[src/core/acf_consts.svh]
// Constants for the converter output formatter: codes, strap levels, timing.
// Assumes inclusion by bare name from the package and the formatter module.
`ifndef ACF_CONSTS_SVH
`define ACF_CONSTS_SVH
`define ACF_WORD_W          12
`define ACF_CODE_MID        12'h800
`define ACF_CODE_MAX        12'hfff
`define ACF_CODE_MIN        12'h000
`define ACF_SIGN_FLIP       12'h800
`define ACF_IN_MAX          14'sh07ff
`define ACF_IN_MIN          -14'sh0800
`define ACF_LSB_UV          488
`define ACF_STRAP_GND       2'h0
`define ACF_STRAP_THIRD     2'h1
`define ACF_STRAP_TWO_THIRD 2'h2
`define ACF_STRAP_VDD       2'h3
`define ACF_CLK_HZ          25000000
`define ACF_NAP_RECOVER_CLKS 100
`define ACF_SLEEP_RECOVER_MS 3
`define ACF_SLEEP_RECOVER_CLKS (`ACF_SLEEP_RECOVER_MS * (`ACF_CLK_HZ / 1000))
`define ACF_PIPE_LATENCY    5
`endif

[src/core/acf_pkg.sv]
// Types shared by the converter output formatter.
// Assumes acf_consts.svh is on the include path.
`include "acf_consts.svh"
package acf_pkg;
   typedef enum logic {
      ACF_FMT_OFFSET = 1'b0,
      ACF_FMT_TWOS   = 1'b1
   } acf_format_t;

   typedef enum logic [1:0] {
      ACF_PM_RUN   = 2'b00,
      ACF_PM_NAP   = 2'b01,
      ACF_PM_SLEEP = 2'b10
   } acf_power_t;

   typedef struct packed {
      logic                   ovf;
      logic [`ACF_WORD_W-1:0] word;
   } acf_sample_t;

   typedef struct packed {
      acf_format_t fmt;
      logic        dcs_on;
   } acf_strap_t;
endpackage

[src/core/acf_output_format.sv]
// Output side of a 12-bit sampling converter: coding, overflow, latency,
// a two-entry output buffer, output disable and sleep/nap power modes.
// Assumes i_analog_code and i_sample_valid come from i_clk logic; the strap,
// output-disable and power-down pins are asynchronous and are synchronised.
//
// Notes on behaviour
// - Offset binary: zero gives 800, top gives fff, bottom gives 000.
// - Two's complement: offset binary word with its top bit inverted.
// - Overflow flag high beyond range, word clamped to the extreme code.
// - One code step is about 0.488 mV; codes rise monotonically.
// - Strap: gnd OB/off, third OB/on, two thirds 2C/on, supply 2C/off.
// - Output-disable high puts word and overflow flag in high impedance.
// - Power-down low: normal conversion every sample clock.
// - Power-down and disable high: sleep; data invalid milliseconds after.
// - Power-down high, disable low: nap; first 100 cycles after invalid.
// - In sleep and nap the word and overflow flag outputs are high impedance.
// - Stabiliser on: sample on rising edge only, falling edge ignored.
`timescale 1ns/10ps
`include "acf_consts.svh"
module acf_output_format #(
   parameter int LATENCY            = `ACF_PIPE_LATENCY,
   parameter int SLEEP_RECOVER_CLKS = `ACF_SLEEP_RECOVER_CLKS
) (
   input  wire logic                   i_clk,
   input  wire logic                   i_sys_rst,
   input  wire logic signed [13:0]     i_analog_code,
   input  wire logic                   i_sample_valid,
   output logic                        o_sample_ready,
   input  wire logic [1:0]             i_mode_strap,
   input  wire logic                   i_output_disable_n,
   input  wire logic                   i_power_down_request,
   output logic [`ACF_WORD_W-1:0]      o_sample_word,
   output logic                        o_sample_word_oe,
   output logic                        o_range_overflow_flag,
   output logic                        o_range_overflow_flag_oe,
   output logic                        o_word_valid,
   input  wire logic                   i_word_ready,
   output logic                        o_dcs_enabled,
   output logic                        o_twos_complement,
   output logic                        o_reference_on,
   output logic                        o_data_settling
);
   // Counter must hold the longer of the two recovery spans, whichever it is
   localparam int REC_MAX = (SLEEP_RECOVER_CLKS > `ACF_NAP_RECOVER_CLKS) ?
                            SLEEP_RECOVER_CLKS : `ACF_NAP_RECOVER_CLKS;
   localparam int CNT_W = $clog2(REC_MAX + 1);
   localparam logic [CNT_W-1:0] NAP_CNT   = CNT_W'(`ACF_NAP_RECOVER_CLKS);
   localparam logic [CNT_W-1:0] SLEEP_CNT = CNT_W'(SLEEP_RECOVER_CLKS);

   logic [1:0]              strap_s1_r, strap_s2_r;
   logic                    oen_s1_r, oen_s2_r, pd_s1_r, pd_s2_r;
   acf_pkg::acf_strap_t     strap_w;
   acf_pkg::acf_power_t     pm_r, pm_nxt;
   logic [CNT_W-1:0]        settle_r;
   acf_pkg::acf_sample_t    conv_w;
   logic                    pipe_v_r [LATENCY];
   acf_pkg::acf_sample_t    pipe_d_r [LATENCY];
   acf_pkg::acf_sample_t    out_r, skid_r;
   logic                    out_v_r, skid_v_r;
   logic                    run_w, adv_w, accept_w, push_w, pop_w;
   logic [`ACF_WORD_W-1:0]  offs_w;

   // Two-flop synchronisers for the asynchronous pins
   always_ff @(posedge i_clk) begin
      if (i_sys_rst) begin
         strap_s1_r <= 2'h0;
         strap_s2_r <= 2'h0;
         oen_s1_r   <= 1'b1;
         oen_s2_r   <= 1'b1;
         pd_s1_r    <= 1'b0;
         pd_s2_r    <= 1'b0;
      end else begin
         strap_s1_r <= i_mode_strap;
         strap_s2_r <= strap_s1_r;
         oen_s1_r   <= i_output_disable_n;
         oen_s2_r   <= oen_s1_r;
         pd_s1_r    <= i_power_down_request;
         pd_s2_r    <= pd_s1_r;
      end
   end

   // Four-level strap decode into format and stabiliser enable
   always_comb begin
      case (strap_s2_r)
         `ACF_STRAP_GND:       strap_w = '{acf_pkg::ACF_FMT_OFFSET, 1'b0};
         `ACF_STRAP_THIRD:     strap_w = '{acf_pkg::ACF_FMT_OFFSET, 1'b1};
         `ACF_STRAP_TWO_THIRD: strap_w = '{acf_pkg::ACF_FMT_TWOS, 1'b1};
         default:              strap_w = '{acf_pkg::ACF_FMT_TWOS, 1'b0};
      endcase
   end

   // All sampling is on the rising edge; the stabiliser state is reported
   assign o_dcs_enabled     = strap_w.dcs_on;
   assign o_twos_complement = (strap_w.fmt == acf_pkg::ACF_FMT_TWOS);

   // Power mode from power-down and output-disable
   always_comb begin
      case ({pd_s2_r, oen_s2_r})
         2'b11:   pm_nxt = acf_pkg::ACF_PM_SLEEP;
         2'b10:   pm_nxt = acf_pkg::ACF_PM_NAP;
         default: pm_nxt = acf_pkg::ACF_PM_RUN;
      endcase
   end

   always_ff @(posedge i_clk) begin
      if (i_sys_rst)
         pm_r <= acf_pkg::ACF_PM_RUN;
      else
         pm_r <= pm_nxt;
   end

   // Recovery window after leaving nap or sleep
   always_ff @(posedge i_clk) begin
      if (i_sys_rst)
         settle_r <= '0;
      else if (pm_r == acf_pkg::ACF_PM_SLEEP && pm_nxt == acf_pkg::ACF_PM_RUN)
         settle_r <= SLEEP_CNT;
      else if (pm_r == acf_pkg::ACF_PM_NAP && pm_nxt == acf_pkg::ACF_PM_RUN)
         settle_r <= NAP_CNT;
      else if (pm_r != acf_pkg::ACF_PM_RUN)
         settle_r <= '0;
      else if (settle_r != '0)
         settle_r <= settle_r - CNT_W'(1);
   end

   assign o_data_settling = (settle_r != '0);
   assign o_reference_on  = (pm_r != acf_pkg::ACF_PM_SLEEP);

   // Clamp, code and flag one conversion; one LSB is ACF_LSB_UV microvolts
   always_comb begin
      if (i_analog_code > `ACF_IN_MAX) begin
         offs_w     = `ACF_CODE_MAX;
         conv_w.ovf = 1'b1;
      end else if (i_analog_code < `ACF_IN_MIN) begin
         offs_w     = `ACF_CODE_MIN;
         conv_w.ovf = 1'b1;
      end else begin
         offs_w     = i_analog_code[11:0] ^ `ACF_SIGN_FLIP;
         conv_w.ovf = 1'b0;
      end
      if (strap_w.fmt == acf_pkg::ACF_FMT_TWOS)
         conv_w.word = offs_w ^ `ACF_SIGN_FLIP;
      else
         conv_w.word = offs_w;
   end

   // Pipeline advances only when the buffer can take its last stage
   assign run_w          = (pm_r == acf_pkg::ACF_PM_RUN);
   assign adv_w          = !skid_v_r;
   assign accept_w       = i_sample_valid && adv_w && run_w;
   assign o_sample_ready = adv_w && run_w;
   assign push_w         = adv_w && pipe_v_r[LATENCY-1];
   assign pop_w          = out_v_r && i_word_ready;

   // Fixed-latency pipeline carrying word and flag together
   always_ff @(posedge i_clk) begin
      if (i_sys_rst || !run_w) begin
         for (int k = 0; k < LATENCY; k++) begin
            pipe_v_r[k] <= 1'b0;
            pipe_d_r[k] <= '0;
         end
      end else if (adv_w) begin
         pipe_v_r[0] <= i_sample_valid;
         pipe_d_r[0] <= conv_w;
         for (int k = 1; k < LATENCY; k++) begin
            pipe_v_r[k] <= pipe_v_r[k-1];
            pipe_d_r[k] <= pipe_d_r[k-1];
         end
      end
   end

   // Two-entry output buffer: head register plus skid register
   always_ff @(posedge i_clk) begin
      if (i_sys_rst || !run_w) begin
         out_v_r  <= 1'b0;
         skid_v_r <= 1'b0;
         out_r    <= '0;
         skid_r   <= '0;
      end else if (!out_v_r || pop_w) begin
         if (skid_v_r) begin
            out_r    <= skid_r;
            out_v_r  <= 1'b1;
            skid_v_r <= 1'b0;
         end else begin
            out_r   <= pipe_d_r[LATENCY-1];
            out_v_r <= push_w;
         end
      end else if (push_w) begin
         skid_r   <= pipe_d_r[LATENCY-1];
         skid_v_r <= 1'b1;
      end
   end

   // Outputs: data from flops, drivers off when disabled or powered down
   assign o_sample_word            = out_r.word;
   assign o_range_overflow_flag    = out_r.ovf;
   assign o_word_valid             = out_v_r;
   assign o_sample_word_oe         = !oen_s2_r && run_w;
   assign o_range_overflow_flag_oe = !oen_s2_r && run_w;
endmodule

[config.mk]
export PLATFORM = sky130hd
export DESIGN_NAME = acf_output_format
export DESIGN_NICKNAME = d
export VERILOG_FILES = /design/src/core/acf_pkg.sv /design/src/core/acf_output_format.sv
export VERILOG_INCLUDE_DIRS = /design/src /design/src/core
export SDC_FILE = /design/constraint.sdc
export NUM_CORES = 1
export LEC_CHECK = 0
export ABC_AREA = 1
export BUFFER_PORTS_ARGS = -buffer_cell sky130_fd_sc_hd__clkbuf_2
export CAP_MARGIN = 40
export CORE_UTILIZATION = 50
export DETAILED_ROUTE_END_ITERATION = 10
export GPL_ROUTABILITY_DRIVEN = 0
export GPL_TIMING_DRIVEN = 0
export PLACE_DENSITY_LB_ADDON = 0.08
export SLEW_MARGIN = 5
export SYNTH_ARGS = -nofsm -noshare
export SYNTH_HDL_FRONTEND = slang
export SYNTH_SLANG_ARGS = --single-unit
[constraint.sdc]
create_clock -name i_clk -period 6.2 [get_ports i_clk]
set_input_delay 0.31 -clock i_clk [delete_from_list [all_inputs] [get_ports i_clk]]
set_output_delay 0.31 -clock i_clk [all_outputs]
set_load 0.05 [all_outputs]
==> flow_summary_export.csv <==
group,metric,value,unit
outcome,outcome,"complete, no violations",
timing,fin_crit_sh,37.7,%
global_route,grt_max_degree,71,
detailed_routing,drc,0,
floorplanning,pin_count,43,
detailed_routing,wirelength,8200,um
setup_path,critPathKind,"reg -> out",
cells_and_area,fin_area,6170,um^2
detailed_routing,dr.pass1.iters,4,
timing,slew_violations,0,
global_route,grt_pass1_wl,14500,um
floorplanning,die_h,104,um
global_route,grt.total_usage,17.2,%
detailed_routing,dr_total_vias,3577,
cells_and_area,instances_no_fill,772,
synthesis,ys_types,33,
synthesis,synth.yosys.warnings,0,
setup_path,crit_path_end_kind,"primary output",
global_route,grt_pass1_vias,3400,
clock_network,clock_sinks,125,
floorplanning,placement_rows,36,
power,leakage,0.00267,uW
synthesis,synthCells,561,
timing,period_needed,2.34,ns
cells_and_area,antennaDiodeCount,0,
timing,fin_hold_ws,0.0924,ns
clock_network,tritoncts,"yes",
timing,final_hold_viol_count,0,
global_route,overflow,0,
power,pwr-share-seq,40.9,%
synthesis,ys_seq_area_share,62.0,%
clock_network,clk_path_buf_depth,2,
job,maxCapViolCount,0,
cells_and_area,drive_gt1_share,16.6,%
floorplanning,start_util,52.1,%
detailed_routing,wl_met2,4070,um
synthesis,synth_ff_type,"edfxtp_1",
global_route,antenna_found_initial,0,
setup_path,path_max_fanout,4,
clock_network,htree_levels,4,
clock_network,cts_made_buffers,17,
timing,tightest_slew,0.852,ns
power,power_switching,683,uW
clock_network,insertion_delay,0.51,ns
floorplanning,core_area,9910,um^2
power,total_power,2410,uW
detailed_routing,avgRoutedWirePerCell,10.6,um
cells_and_area,final_common_cell,"nor2_1",
floorplanning,chipWidth,104,um
power,ir_drop,0.000191,V
synthesis,synth_edf_count,70,
cells_and_area,nNetsFinal,651,
setup_path,start_kind,"register",
hold_path,holdCritPathClass,"in -> reg",
power,switching_share,28.4,%
placement,placed_area,5550,um^2
placement,dp_hpwl,5650,um
placement,port_buffers,42,
detailed_routing,ant_nets,0,
clock_network,clockRootBuffer,"clkbuf_8",
power,p_clk_share,38.8,%
synthesis,synth.cell_area,5170,um^2
synthesis,synth.avg_cell_area,9.21,um^2
setup_path,arrival,2.03,ns
power,power_density,390,nW/um^2
timing,max_slew_margin,43.2,%
cells_and_area,final_cell_mix,"nor2_1, nand2_1, inv_1",
setup_path,critical_path_required,5.89,ns
placement,dpl.cell_count,736,
detailed_routing,highest_layer,"met4",
clock_network,clkSlewWorstSetupHoldPaths,0.05,ns
synthesis,synth_seq_cells,125,
timing,rsz0062_at_grt,"no",
clock_network,cts_setup_buffers,0,
detailed_routing,viasPerCell,4.63,
synthesis,syn_nets,586,
timing,tns,0,ns
detailed_routing,drt_iter0_drc,175,
timing,fin_skew,0.00721,ns
floorplanning,dieArea,10700,um^2
synthesis,async_reset_ff_share,0,%
cells_and_area,area_delta_synth_final,19.4,%
power,comb_power_share,20.3,%
detailed_routing,met3_length,312,um
timing,fmax,428,MHz
power,p_int,1720,uW
detailed_routing,drt-met1-wl,3720,um
timing,setup_violations,0,
==> sequential cells by signal, indices dropped and copies added (netlist names), 2 cells and up <==
signal	count
strap_s2_r	2
o_sample_word	12
pipe_v_r	5
strap_s1_r	2
pm_r	2
settle_r	17
pipe_d_r	65
skid_r	13
==> cells by family after synthesis <==
kind of cell               count (synthesis)  synth area share, %
AOI/OAI and AO/OA                         69                 7.75
xor gates and xnor gates                   4                0.678
adders and majority gates                  3                0.726
buffers and inverters                    120                 9.64
DFF                                      125                 62.0
and+or+nand+nor                          240                 19.2
==> synth_stat cells, types with 4 or more instances <==
cell / instances / area (um^2)
nor2_1: 104 / 390
buf_2: 7 / 35.0
nand3_1: 14 / 70.1
a21oi_1: 25 / 125
edfxtp_1: 70 / 2100
inv_1: 95 / 357
clkbuf_1: 7 / 26.3
nand2_1: 103 / 387
a21oi_2: 9 / 78.8
dfxtp_1: 55 / 1100
a31oi_1: 13 / 81.3
nor3_1: 4 / 20.0
o21ai_1: 4 / 20.0
o21ai_0: 16 / 80.1
==> timing repair <==
item                                   in CTS  in global routing
hold buffers                                4                  0
endpoints found under the hold margin       4                  0
resized for setup                           0                  0
==> routing by layer <==
metal | GRT usage (%) | vias to the layer above
li1 | - | 1907
met1 | 19.7 | 1584
met2 | 29.4 | 73
met3 | 5.98 | 13
met4 | 7.04 | 0
met5 | 0 | -
==> power by group through the flow <==
stage / registers (uW) / logic [uW] / clock network [uW]
global placement: 997 / 469 / 0
global route: 994 / 562 / 998
floorplan: 990 / 391 / 0
CTS: 983 / 487 / 952
finish: 984 / 488 / 933
detailed placement: 999 / 480 / 0
==> final cells by class <==
cell class | count | area [um^2]
fillers | 847 | 3740
flip-flops and latches | 125 | 3200
multi-input cells | 316 | 1470
clock buffers | 27 | 524
inverters | 99 | 377
repair buffers | 46 | 250
well taps | 133 | 166
plain buffers | 21 | 121
clock inverters | 5 | 52.6
==> worst max-delay path: stages (launching register included) <==
cell and delay, ns:
dfxtp_1 0.31, inv_1 0.09, ha_1 0.22, nand2_1 0.14, inv_1 0.08, nand2_1 0.11, nor2_2 0.16, nand3_2 0.14
clkbuf_2 0.27
==> worst paths after layout <==
| path | from | to | slack, ns | cells after the start |
|---|---|---|---|---|
| max | settle_r[0] | o_data_settling | 3.86 | 8 |
| min | i_sample_valid | pipe_v_r[0][0] | 0.09 | 3 |
| max reg2reg | pm_r[0] | pipe_d_r[0][26] | 4.12 | 6 |
| min reg2reg | pd_s1_r | pd_s2_r | 0.40 | 2 |
==> per-stage QoR <==
| step | setup slack [ns] | utilization [%] |
|---|---|---|
| 2_1_floorplan | 3.37 | - |
| 5_1_grt | 3.66 | 62.2 |
| 3_3_place_gp | 2.65 | 55.9 |
| 6_report | 3.86 | 62.2 |
| 3_5_place_dp | 4.10 | 56.0 |
| 4_1_cts | 3.83 | 62.2 |
Power figures use the tool's default switching activity.
